File: config.mk
export PLATFORM = sky130hd
export DESIGN_NAME = completion_cache_discard_timer
export DESIGN_NICKNAME = d
export VERILOG_FILES = /design/src/hw/ccdt_pkg.sv /design/src/hw/completion_cache_discard_timer.sv /design/src/hw/hit_gap_counter.sv
export VERILOG_INCLUDE_DIRS = /design/src /design/src/hw
export SDC_FILE = /design/constraint.sdc
export NUM_CORES = 1
export LEC_CHECK = 0
export ABC_AREA = 1
export BUFFER_PORTS_ARGS = -buffer_cell sky130_fd_sc_hd__clkbuf_2
export CAP_MARGIN = 20
export CORE_UTILIZATION = 35
export CTS_BUF_LIST = sky130_fd_sc_hd__clkbuf_8
export DETAILED_ROUTE_END_ITERATION = 10
export MAX_ROUTING_LAYER = met4
export PLACE_DENSITY = 0.54
export SYNTH_ARGS = -nofsm -noshare
export SYNTH_HDL_FRONTEND = slang
export SYNTH_SLANG_ARGS = --single-unit
File: constraint.sdc
create_clock -name core_clk -period 3.7 [get_ports core_clk]
set_input_delay 0 -clock core_clk [delete_from_list [all_inputs] [get_ports core_clk]]
set_output_delay 0 -clock core_clk [all_outputs]
set_load 0.02 [all_outputs]
File: src/hw/ccdt_cfg.svh
// Constants for the completion cache discard timer: offsets, widths, reset values.
// Assumes it is included by bare name from the package and the timer module.
`ifndef CCDT_CFG_SVH
`define CCDT_CFG_SVH

`define CCDT_OFF_START_LIMIT  8'hea
`define CCDT_OFF_MIN_CYCLES   8'hec
`define CCDT_OFF_MAX_CYCLES   8'hee

`define CCDT_START_W          8
`define CCDT_TIMER_W          12

`define CCDT_START_RST        8'h08
`define CCDT_MIN_RST          12'h07f
`define CCDT_MAX_RST          12'h1c0

`define CCDT_MODE_NO_CACHE    2'b00

`endif

File: src/hw/ccdt_pkg.sv
// Types shared by the completion cache discard timer modules.
// Assumes ccdt_cfg.svh is on the include path.
`include "ccdt_cfg.svh"

package ccdt_pkg;

    typedef struct packed {
        logic        req;
        logic        wr;
        logic [7:0]  addr;
        logic [1:0]  be;
        logic [15:0] wdata;
    } cfg_access_t;

    typedef struct packed {
        logic cycle_start;
        logic read_hit;
        logic data_returned;
        logic cache_valid;
    } cache_event_t;

    typedef enum logic [1:0] {
        ST_EMPTY   = 2'b00,
        ST_HOLD    = 2'b01,
        ST_DISCARD = 2'b10,
        ST_DRAIN   = 2'b11
    } hold_state_t;

endpackage

File: src/hw/completion_cache_discard_timer.sv
// Discard decision for cached read-completion data, with its three limit registers.
// Assumes config accesses and cache events come from logic on core_clk;
// the two reset pins are asynchronous and are synchronised here.
`timescale 1ns/1ps
`default_nettype none
`include "ccdt_cfg.svh"

// Summary of operation
// - Count cycle starts without read hit; discard allowed at 8-bit limit, default 8.
// - Count check fires only after 12-bit minimum idle cycles, default 127.
// - Discard whatever the count after 12-bit maximum idle cycles, except in mode 00; default 448.
// - Upper byte of cycle-start limit register reads zero.
// - Top four bits of both cycle limit registers read zero.
// - Fundamental, global or power-on reset restore defaults; hot reset does not.
// - Mode 00 disables caching; leftover data dropped once any data returned.
module completion_cache_discard_timer
    import ccdt_pkg::*;
(
    input  wire logic         core_clk,
    input  wire logic         rst_b,
    input  wire logic         pcie_fund_reset_b,
    input  wire logic         global_reset_input_b,
    input  wire logic [1:0]   completion_caching_policy,
    input  wire cache_event_t cache_evt,
    input  wire cfg_access_t  cfg_in,
    output logic [15:0]       cfg_rdata_ff,
    output logic              cfg_ack_ff,
    output logic              discard_ff
);

    // Reset pin synchronisers
    logic [2:0] fund_sync_ff;
    logic [2:0] glob_sync_ff;
    logic       fund_filt_ff;
    logic       glob_filt_ff;
    logic [2:0] nxt_fund_sync;
    logic [2:0] nxt_glob_sync;
    logic       nxt_fund_filt;
    logic       nxt_glob_filt;
    logic       limit_reset;

    always_comb
    begin
        nxt_fund_sync = {fund_sync_ff[1:0], pcie_fund_reset_b};
        nxt_glob_sync = {glob_sync_ff[1:0], global_reset_input_b};
        nxt_fund_filt = fund_filt_ff;
        nxt_glob_filt = glob_filt_ff;
        if (fund_sync_ff[1] == fund_sync_ff[2])
            nxt_fund_filt = fund_sync_ff[2];
        if (glob_sync_ff[1] == glob_sync_ff[2])
            nxt_glob_filt = glob_sync_ff[2];
    end

    always_ff @(posedge core_clk or negedge rst_b)
    begin
        if (!rst_b)
        begin
            fund_sync_ff <= 3'h7;
            glob_sync_ff <= 3'h7;
            fund_filt_ff <= 1'b1;
            glob_filt_ff <= 1'b1;
        end
        else
        begin
            fund_sync_ff <= nxt_fund_sync;
            glob_sync_ff <= nxt_glob_sync;
            fund_filt_ff <= nxt_fund_filt;
            glob_filt_ff <= nxt_glob_filt;
        end
    end

    // No hot reset input: the limits deliberately survive it
    assign limit_reset = !fund_filt_ff || !glob_filt_ff;

    // Limit registers and config port
    logic [`CCDT_START_W-1:0] start_lim_ff;
    logic [`CCDT_TIMER_W-1:0] min_lim_ff;
    logic [`CCDT_TIMER_W-1:0] max_lim_ff;
    logic [`CCDT_START_W-1:0] nxt_start_lim;
    logic [`CCDT_TIMER_W-1:0] nxt_min_lim;
    logic [`CCDT_TIMER_W-1:0] nxt_max_lim;
    logic [15:0]              nxt_rdata;
    logic                     nxt_ack;
    logic                     cfg_wr_en;
    assign cfg_wr_en = cfg_in.req && cfg_in.wr;

    always_comb
    begin
        nxt_start_lim = start_lim_ff;
        nxt_min_lim   = min_lim_ff;
        nxt_max_lim   = max_lim_ff;
        nxt_ack       = cfg_in.req;
        nxt_rdata     = 16'h0000;
        if (limit_reset)
        begin
            nxt_start_lim = `CCDT_START_RST;
            nxt_min_lim   = `CCDT_MIN_RST;
            nxt_max_lim   = `CCDT_MAX_RST;
        end
        else if (cfg_wr_en && (cfg_in.addr == `CCDT_OFF_START_LIMIT))
        begin
            if (cfg_in.be[0])
                nxt_start_lim = cfg_in.wdata[7:0];
        end
        else if (cfg_wr_en && (cfg_in.addr == `CCDT_OFF_MIN_CYCLES))
        begin
            if (cfg_in.be[0])
                nxt_min_lim[7:0] = cfg_in.wdata[7:0];
            if (cfg_in.be[1])
                nxt_min_lim[11:8] = cfg_in.wdata[11:8];
        end
        else if (cfg_wr_en && (cfg_in.addr == `CCDT_OFF_MAX_CYCLES))
        begin
            if (cfg_in.be[0])
                nxt_max_lim[7:0] = cfg_in.wdata[7:0];
            if (cfg_in.be[1])
                nxt_max_lim[11:8] = cfg_in.wdata[11:8];
        end
        if (cfg_in.req && !cfg_in.wr && (cfg_in.addr == `CCDT_OFF_START_LIMIT))
            nxt_rdata = {8'h00, start_lim_ff};
        else if (cfg_in.req && !cfg_in.wr && (cfg_in.addr == `CCDT_OFF_MIN_CYCLES))
            nxt_rdata = {4'h0, min_lim_ff};
        else if (cfg_in.req && !cfg_in.wr && (cfg_in.addr == `CCDT_OFF_MAX_CYCLES))
            nxt_rdata = {4'h0, max_lim_ff};
    end

    always_ff @(posedge core_clk or negedge rst_b)
    begin
        if (!rst_b)
        begin
            start_lim_ff <= `CCDT_START_RST;
            min_lim_ff   <= `CCDT_MIN_RST;
            max_lim_ff   <= `CCDT_MAX_RST;
            cfg_rdata_ff <= 16'h0000;
            cfg_ack_ff   <= 1'b0;
        end
        else
        begin
            start_lim_ff <= nxt_start_lim;
            min_lim_ff   <= nxt_min_lim;
            max_lim_ff   <= nxt_max_lim;
            cfg_rdata_ff <= nxt_rdata;
            cfg_ack_ff   <= nxt_ack;
        end
    end

    // Idle-gap counters
    hold_state_t              state_ff;
    hold_state_t              nxt_state;
    logic                     nxt_discard;
    logic                     holding;
    logic                     cnt_clr;
    logic                     start_reached;
    logic                     min_reached;
    logic                     max_reached;
    logic [`CCDT_START_W-1:0] start_cnt;
    logic [`CCDT_TIMER_W-1:0] min_cnt;
    logic [`CCDT_TIMER_W-1:0] max_cnt;
    logic                     caching_off;
    logic                     timer_discard;

    assign holding     = (state_ff == ST_HOLD);
    assign cnt_clr     = cache_evt.read_hit || !holding;
    assign caching_off = (completion_caching_policy == `CCDT_MODE_NO_CACHE);

    hit_gap_counter #(.WIDTH(`CCDT_START_W)) u_start_cnt (
        .core_clk (core_clk),
        .rst_b    (rst_b),
        .clr      (cnt_clr),
        .inc      (cache_evt.cycle_start),
        .limit    (start_lim_ff),
        .count    (start_cnt),
        .reached  (start_reached)
    );
    hit_gap_counter #(.WIDTH(`CCDT_TIMER_W)) u_min_cnt (
        .core_clk (core_clk),
        .rst_b    (rst_b),
        .clr      (cnt_clr),
        .inc      (1'b1),
        .limit    (min_lim_ff),
        .count    (min_cnt),
        .reached  (min_reached)
    );
    hit_gap_counter #(.WIDTH(`CCDT_TIMER_W)) u_max_cnt (
        .core_clk (core_clk),
        .rst_b    (rst_b),
        .clr      (cnt_clr),
        .inc      (1'b1),
        .limit    (max_lim_ff),
        .count    (max_cnt),
        .reached  (max_reached)
    );
    // upper expiry or count after lower
    assign timer_discard = !cache_evt.read_hit
                           && (max_reached || (min_reached && start_reached));

    always_comb
    begin
        nxt_state   = state_ff;
        nxt_discard = 1'b0;
        case (state_ff)
            ST_EMPTY:
                if (cache_evt.cache_valid)
                    nxt_state = ST_HOLD;
            ST_HOLD:
                if (!cache_evt.cache_valid)
                    nxt_state = ST_EMPTY;
                else if (caching_off ? cache_evt.data_returned : timer_discard)
                begin
                    nxt_state   = ST_DISCARD;
                    nxt_discard = 1'b1;
                end
            ST_DISCARD:
                nxt_state = ST_DRAIN;
            ST_DRAIN:
                // Wait for the buffer to empty so one hold never discards twice
                if (!cache_evt.cache_valid)
                    nxt_state = ST_EMPTY;
            default:
                nxt_state = ST_EMPTY;
        endcase
    end

    always_ff @(posedge core_clk or negedge rst_b)
    begin
        if (!rst_b)
        begin
            state_ff   <= ST_EMPTY;
            discard_ff <= 1'b0;
        end
        else
        begin
            state_ff   <= nxt_state;
            discard_ff <= nxt_discard;
        end
    end

    // Checks
    AST_START_DISCARD: assert property (@(posedge core_clk) disable iff (!rst_b)
        holding && cache_evt.cache_valid && !caching_off && !cache_evt.read_hit
        && min_reached && (start_cnt >= start_lim_ff) |=> discard_ff)
        else $error("count limit reached after lower timer without discard");
    AST_MIN_GATES_COUNT: assert property (@(posedge core_clk) disable iff (!rst_b)
        discard_ff && !$past(caching_off) && !$past(max_reached)
        |-> $past(min_cnt) >= $past(min_lim_ff))
        else $error("count discard before lower timer expired");
    AST_MAX_DISCARD: assert property (@(posedge core_clk) disable iff (!rst_b)
        holding && cache_evt.cache_valid && !caching_off && !cache_evt.read_hit
        && (max_cnt >= max_lim_ff) |=> discard_ff ##1 (state_ff == ST_DRAIN))
        else $error("upper timer expired without discard");
    AST_START_UPPER_ZERO: assert property (@(posedge core_clk) disable iff (!rst_b)
        cfg_in.req && !cfg_in.wr && (cfg_in.addr == `CCDT_OFF_START_LIMIT)
        |=> cfg_ack_ff && (cfg_rdata_ff[15:8] == 8'h00))
        else $error("cycle-start limit upper byte not zero");
    AST_TIMER_NIBBLE_ZERO: assert property (@(posedge core_clk) disable iff (!rst_b)
        cfg_in.req && !cfg_in.wr && ((cfg_in.addr == `CCDT_OFF_MIN_CYCLES)
        || (cfg_in.addr == `CCDT_OFF_MAX_CYCLES)) |=> cfg_rdata_ff[15:12] == 4'h0)
        else $error("timer limit top nibble not zero");
    AST_LIMIT_DEFAULTS: assert property (@(posedge core_clk) disable iff (!rst_b)
        limit_reset |=> (start_lim_ff == `CCDT_START_RST) && (min_lim_ff == `CCDT_MIN_RST)
        && (max_lim_ff == `CCDT_MAX_RST))
        else $error("limits not restored by reset");
    AST_NO_CACHE_DROP: assert property (@(posedge core_clk) disable iff (!rst_b)
        holding && cache_evt.cache_valid && caching_off && cache_evt.data_returned
        |=> discard_ff)
        else $error("no-cache mode kept data after return");
    AST_HIT_RESTART: assert property (@(posedge core_clk) disable iff (!rst_b)
        cache_evt.read_hit |=> (start_cnt == 8'h00) && (min_cnt == 12'h000)
        && (max_cnt == 12'h000) && (!discard_ff || $past(caching_off)))
        else $error("read hit did not restart counters");
    AST_DISCARD_PULSE: assert property (@(posedge core_clk) disable iff (!rst_b)
        discard_ff |=> !discard_ff)
        else $error("discard longer than one cycle");

    COV_MAX_DISCARD: cover property (@(posedge core_clk) disable iff (!rst_b)
        discard_ff && $past(max_reached) && !$past(caching_off));
    COV_COUNT_DISCARD: cover property (@(posedge core_clk) disable iff (!rst_b)
        discard_ff && !$past(max_reached) && !$past(caching_off));
    COV_NO_CACHE: cover property (@(posedge core_clk) disable iff (!rst_b)
        discard_ff && $past(caching_off));
    COV_CFG_READ: cover property (@(posedge core_clk) disable iff (!rst_b)
        cfg_ack_ff && (cfg_rdata_ff != 16'h0000));

endmodule

`default_nettype wire

File: src/hw/hit_gap_counter.sv
// Saturating counter of events since the last clear, with a limit compare.
// Assumes clr and inc come from logic on the same clock.
`timescale 1ns/1ps
`default_nettype none

module hit_gap_counter #(
    parameter int WIDTH = 12
) (
    input  wire logic             core_clk,
    input  wire logic             rst_b,
    input  wire logic             clr,
    input  wire logic             inc,
    input  wire logic [WIDTH-1:0] limit,
    output logic      [WIDTH-1:0] count,
    output logic                  reached
);

    logic [WIDTH-1:0] count_ff;
    logic [WIDTH-1:0] nxt_count;

    always_comb
    begin
        nxt_count = count_ff;
        if (clr)
            nxt_count = '0;
        // Saturate so a long idle gap never wraps back below the limit
        else if (inc && (count_ff != {WIDTH{1'b1}}))
            nxt_count = count_ff + 1'b1;
    end

    always_ff @(posedge core_clk or negedge rst_b)
    begin
        if (!rst_b)
            count_ff <= '0;
        else
            count_ff <= nxt_count;
    end

    assign count   = count_ff;
    assign reached = (count_ff >= limit);

endmodule

`default_nettype wire

==> results.sh, run 1 <==
export IMPL_fin_skew_ps=9.40
export IMPL_drc=0
export IMPL_ys_ff_latch=88
export IMPL_yosysUniqueCellTypes=42
export IMPL_power_internal_mw=1.58
export IMPL_layout_common_cells="nand2_1 (127), inv_1 (95), dfrtp_1 (69)"
export IMPL_arrival_ps=2630
export IMPL_power_frac_comb=0.183
export IMPL_start_kind="flop"
export IMPL_clock_latency_ps=360
export IMPL_layout_cells_non_filler=828
export IMPL_multi_input_area_um2=2150
export IMPL_overflow=0
export IMPL_async_flop_share=1.00
export IMPL_powerDensity_nw_per_um2=398
export IMPL_antenna_left=0
export IMPL_max_slew_margin_rel=0.474
export IMPL_netSwitchingFraction=0.294
export IMPL_clk_pin_slew_ps=80
export IMPL_io_buffers=47
export IMPL_clk_path_buf_depth=2
export IMPL_switching_power_mw=0.658
export IMPL_p_leak_nw=2.86
export IMPL_dr_first_iter_drc_count=269
export IMPL_vias=3951
export IMPL_synthCells=578
export IMPL_diodes=0
export IMPL_timing_reg2reg_worst_path_depth=12
export IMPL_finalMaxSlewViolations=0
export IMPL_clock_fmax_mhz=420
export IMPL_wl_met1_mm=5.16
export IMPL_sequentialPowerShare=0.486
export IMPL_finalSetupViolCount=0
export IMPL_top_layer_used="met4"
export IMPL_ff_latch_area_um2=2230
export IMPL_grtUsageTotal=0.172
export IMPL_synth_ff_type="dfrtp_1"
export IMPL_r2r_start="max_lim_ff[8]"
export IMPL_grt_setup_unrepaired="no"
export IMPL_die_y_um=119
export IMPL_crit_required_ps=3950
export IMPL_synth_top_area_cell="dfrtp_1"
export IMPL_wire_per_inst_um=13.2
export IMPL_route_met2_wl_mm=5.15
export IMPL_period_share=0.644
export IMPL_layout_min_cycle_time_ps=2380
export IMPL_yosysWarningCount=0
export IMPL_die_w_um=119
export IMPL_drt_vias_per_instance=4.77
export IMPL_ir_drop_uv=219
export IMPL_min_path_type="input pin to flop"
export IMPL_routed_wl_met3_um=423
export IMPL_clock_sinks=88
export IMPL_core_area_um2=13300
export IMPL_whs_path_depth=4
export IMPL_grt_pass1_wl_mm=18.5
export IMPL_crit_path_end_kind="flop"
export IMPL_grt_pass1_vias=3829
export IMPL_cts_buffers=9
export IMPL_hold_start="cfg_in[16]"
export IMPL_pin_count=56
export IMPL_place_congestion=0.796
export IMPL_antenna_found_initial=0
export IMPL_ys_top_cells_by_area="dfrtp_1 (36%), dfstp_2 (10%), nand2_1 (9.9%), ha_1 (9.1%), inv_1 (7.3%)"
export IMPL_tritoncts="yes"
export IMPL_synth_top_area_frac=0.358
export IMPL_rows=42
export IMPL_reg2reg_slack_ps=1320
export IMPL_tns_ps=0
export IMPL_die_area_um2=14300
export IMPL_maxCapViolCount=0
export IMPL_syn_to_final_growth_pct=16.5
export IMPL_critPathMaxFanout=2
export IMPL_nNetsFinal=720
export IMPL_post_cts_buffers=0
export IMPL_cts_root_buffer="clkbuf_8"
export IMPL_hold_viol=0
export IMPL_dp_hpwl_mm=8.08
export IMPL_crit_type="flop to flop"
export IMPL_seq_area_frac_synth=0.461
export IMPL_initial_core_util=0.362
export IMPL_firstDrtPassIters=5
export IMPL_place_inst=792
export IMPL_totalWireLength_mm=10.9
export IMPL_layout_commonest_cell="nand2_1"
export IMPL_regToRegEndpoint="state_ff[0]"
export IMPL_tightest_slew_ps=789
export IMPL_clkPwrFrac=0.331
export IMPL_post_route_cells_drive_above_1_share=0.160
export IMPL_synth_edff_count=0
export IMPL_fillers=1360
export IMPL_syn_avg_cell_area_um2=8.36
export IMPL_status="finished, final reports clean"
export IMPL_cts_repair_resized=0
export IMPL_cts_htree_levels=3
export IMPL_grt_start_max_net_pins=62
export IMPL_hold_end="start_lim_ff[6]"
export IMPL_synth_area_um2=4830
layer usage:
metal | track usage | vias to the layer above
met4 | 0.0523 | 0
met3 | 0.0436 | 7
met1 | 0.220 | 1850
met5 | - | -
met2 | 0.269 | 70
li1 | - | 2024
how the worst max path moves through the flow:
stage | depth (start not counted) | slack, ps | startpoint | to
detailed placement | 5 | 1470 | glob_filt_ff | start_lim_ff[0]
global placement | 5 | 1550 | fund_filt_ff | start_lim_ff[1]
finish | 12 | 1320 | max_lim_ff[8] | state_ff[0]
CTS | 12 | 1320 | max_lim_ff[8] | state_ff[0]
global route | 12 | 1180 | max_lim_ff[8] | state_ff[0]
floorplan | 14 | 2110 | max_lim_ff[7] | flop
what timing repair did:
| item | 4_1_cts | 5_1_grt |
|---|---|---|
| hold buffers | 20 | 0 |
| endpoints found under the hold margin | 79 | 0 |
| endpoints found under the setup margin | 0 | 0 |
worst max-delay path, cell delays in order (launching register included):
cell and delay, ps:
dfstp_2 540, inv_1 70, ha_1 280, nand2_1 40, nor2_1 140, nand4_1 110, a21oi_1 170, nor2_1 60
nand2_1 90, nand2_1 70, nand3_1 70, nand3_1 70, dlygate4sd3_1 560
Yosys cell counts (6+ instances only):
library cell	n
a21oi_1	30
dfrtp_1	69
dfstp_2	19
ha_1	35
inv_1	94
nand2_1	127
nand3_1	23
nand4_1	6
nor2_1	42
nor3_1	16
o21ai_0	46
o221ai_1	6
o22ai_1	6
power by group through the flow:
stage                     sequential, mW  combinational [mW]  clock (mW)
after global placement              1.10               0.379           0
after CTS                           1.09               0.417       0.772
after global routing                1.10               0.477       0.812
after floorplan                     1.10               0.284           0
final                               1.09               0.410       0.740
after detailed placement            1.11               0.391           0
registers in the layout (all words and copies together), names as in the netlist, named ones only:
signal,count
u_start_cnt.count,8
start_lim_ff,8
u_min_cnt.count,12
state_ff,1
cfg_rdata_ff,12
max_lim_ff,12
fund_filt_ff,1
fund_sync_ff,3
min_lim_ff,12
glob_filt_ff,1
cfg_ack_ff,1
u_max_cnt.count,12
glob_sync_ff,3
discard_ff,1
logic make-up after synthesis:
| family | Yosys count | synth area share |
|---|---|---|
| compound gates | 108 | 0.132 |
| fa+ha+maj | 37 | 0.0948 |
| simple gates | 233 | 0.213 |
| flops | 88 | 0.461 |
| buf+inv | 110 | 0.0961 |
| other cells | 1 | 0.000776 |
| xor+xnor | 1 | 0.00181 |
stage by stage:
stage	util	power, mW	hold WS, ps	setup WS, ps	instance area (µm²)
global placement	0.390	1.48	87.2	1550	5210
detailed placement	0.390	1.50	88.8	1470	5210
finish	0.422	2.24	24.0	1320	5630
global route	0.422	2.39	42.3	1180	5630
floorplan	-	1.38	-296	2110	4840
CTS	0.422	2.28	5.68	1320	5630
cell type report:
class | count | share of cell area
clock inverters | 6 | 0.0147
clock buffers | 10 | 0.0245
multi-input cells | 383 | 0.382
flip-flops and latches | 88 | 0.396
repair buffers | 68 | 0.0792
inverters | 97 | 0.0647
well taps | 176 | 0.0391
Power figures use the tool's default switching activity.
==> inputs of run 2 (changes only) <==
- clock period: 3.7 -> 2.21 ns (I/O delays scaled with it)
==> results.sh, run 2 (synthesized netlist as in run 1, its figures left out) <==
export IMPL_status="finished, final reports clean"
export IMPL_clkPwrFrac=0.307
export IMPL_netSwitchingFraction=0.305
export IMPL_post_place_ws_ps=400
export IMPL_layout_common_cells="nand2_1 (127), inv_1 (97), dfrtp_1 (69)"
export IMPL_place_inst=796
export IMPL_timing_reg2reg_worst_path_depth=14
export IMPL_startpoint="min_lim_ff[6]"
export IMPL_finalMaxSlewViolations=0
export IMPL_fillers=1380
export IMPL_grt_setup_unrepaired="no"
export IMPL_die_y_um=119
export IMPL_power_internal_mw=2.52
export IMPL_route_met2_wl_mm=5.34
export IMPL_grt_pass1_wl_mm=18.9
export IMPL_clk_path_buf_depth=2
export IMPL_layout_commonest_cell="nand2_1"
export IMPL_tritoncts="yes"
export IMPL_rows=42
export IMPL_vias=3968
export IMPL_period_share=0.821
export IMPL_sequentialPowerShare=0.503
export IMPL_post_route_util=0.422
export IMPL_layout_cells_non_filler=832
export IMPL_diodes=0
export IMPL_ir_drop_uv=339
export IMPL_clock_latency_ps=370
export IMPL_finalSetupViolCount=0
export IMPL_grtUsageTotal=0.177
export IMPL_antenna_left=0
export IMPL_crit_type="flop to flop"
export IMPL_cts_buffers=9
export IMPL_grt_start_max_net_pins=59
export IMPL_clk_pin_slew_ps=80
export IMPL_hold_viol=0
export IMPL_cts_htree_levels=3
export IMPL_layout_setup_ws_ps=396
export IMPL_p_leak_nw=2.86
export IMPL_syn_to_final_growth_pct=16.5
export IMPL_reg2reg_slack_ps=400
export IMPL_maxCapViolCount=0
export IMPL_post_cts_buffers=0
export IMPL_core_area_um2=13300
export IMPL_antenna_found_initial=0
export IMPL_r2r_start="min_lim_ff[6]"
export IMPL_pin_count=56
export IMPL_clock_fmax_mhz=551
export IMPL_die_area_um2=14300
export IMPL_crit_path_end_kind="flop"
export IMPL_min_path_type="input pin to flop"
export IMPL_start_kind="flop"
export IMPL_drc=0
export IMPL_hold_start="cfg_in[16]"
export IMPL_firstDrtPassIters=5
export IMPL_dp_hpwl_mm=8.44
export IMPL_switching_power_mw=1.11
export IMPL_cts_root_buffer="clkbuf_8"
export IMPL_critPathMaxFanout=2
export IMPL_crit_required_ps=2470
export IMPL_layout_min_cycle_time_ps=1810
export IMPL_powerDensity_nw_per_um2=645
export IMPL_max_slew_margin_rel=0.502
export IMPL_totalWireLength_mm=11.1
export IMPL_drt_vias_per_instance=4.77
export IMPL_die_w_um=119
export IMPL_wire_per_inst_um=13.4
export IMPL_place_congestion=0.823
export IMPL_wl_met1_mm=5.25
export IMPL_top_layer_used="met4"
export IMPL_arrival_ps=2080
export IMPL_nNetsFinal=724
export IMPL_power_frac_comb=0.190
export IMPL_initial_core_util=0.362
export IMPL_dr_first_iter_drc_count=247
export IMPL_tightest_slew_ps=747
export IMPL_tns_ps=0
export IMPL_post_route_cells_drive_above_1_share=0.162
export IMPL_io_buffers=47
export IMPL_fin_skew_ps=11.3
export IMPL_clock_sinks=88
export IMPL_grt_pass1_vias=3934
export IMPL_routed_wl_met3_um=439
export IMPL_overflow=0
-- run 2: layout make-up --
class,instances,area (µm²),share of cell area
flip-flops and latches,88,2230,0.396
multi-input cells,383,2150,0.382
repair buffers,72,475,0.0845
inverters,97,364,0.0647
well taps,176,220,0.0391
clock buffers,10,138,0.0245
clock inverters,6,53.8,0.00956
-- run 2: what timing repair did --
action,CTS,global route
resized for setup,0,0
endpoints found under the hold margin,90,0
hold buffers,20,0
-- run 2: power groups by stage --
stage	sequential (mW)	clock (mW)	combinational [mW]
final	1.82	1.12	0.689
after global routing	1.84	1.21	0.800
after detailed placement	1.85	0	0.668
after CTS	1.82	1.16	0.700
after global placement	1.85	0	0.649
after floorplan	1.83	0	0.476
-- run 2: how the worst min path moves through the flow --
stage | endpoint | slack (ps) | depth (start not counted)
5_1_grt | start_lim_ff[6] | 70 | 4
4_1_cts | start_lim_ff[6] | 10 | 4
2_1_floorplan | asynchronous set/reset pin | -300 | 0
3_3_place_gp | fund_sync_ff[0] | 90 | 1
6_report | start_lim_ff[6] | 40 | 4
3_5_place_dp | glob_sync_ff[0] | 90 | 1
-- run 2: per-stage QoR --
| step | total power [mW] | area, µm² | hold slack (ps) |
|---|---|---|---|
| floorplan | 2.31 | 4840 | -296 |
| global placement | 2.50 | 5240 | 88.4 |
| detailed placement | 2.52 | 5240 | 90.1 |
| CTS | 3.68 | 5630 | 12.6 |
| global route | 3.86 | 5630 | 69.3 |
| finish | 3.63 | 5630 | 38.4 |
-- run 2: worst max-delay path, cell delays in order, from the launching register on --
cell and delay (ps):
dfstp_2 540, inv_1 60, ha_1 290, nand2_1 70, inv_1 40, nand2_1 90
nor2_1 50, nor2_1 110, nand2_1 70, nand2_1 70, nand2_1 70, nand2_1 80
nand2_1 50, nand2_1 70, nand2_1 60
-- run 2: routing by layer --
layer	GRT usage	vias up
met5	-	-
met3	0.0450	7
met4	0.0453	0
met2	0.287	70
li1	-	2022
met1	0.221	1869
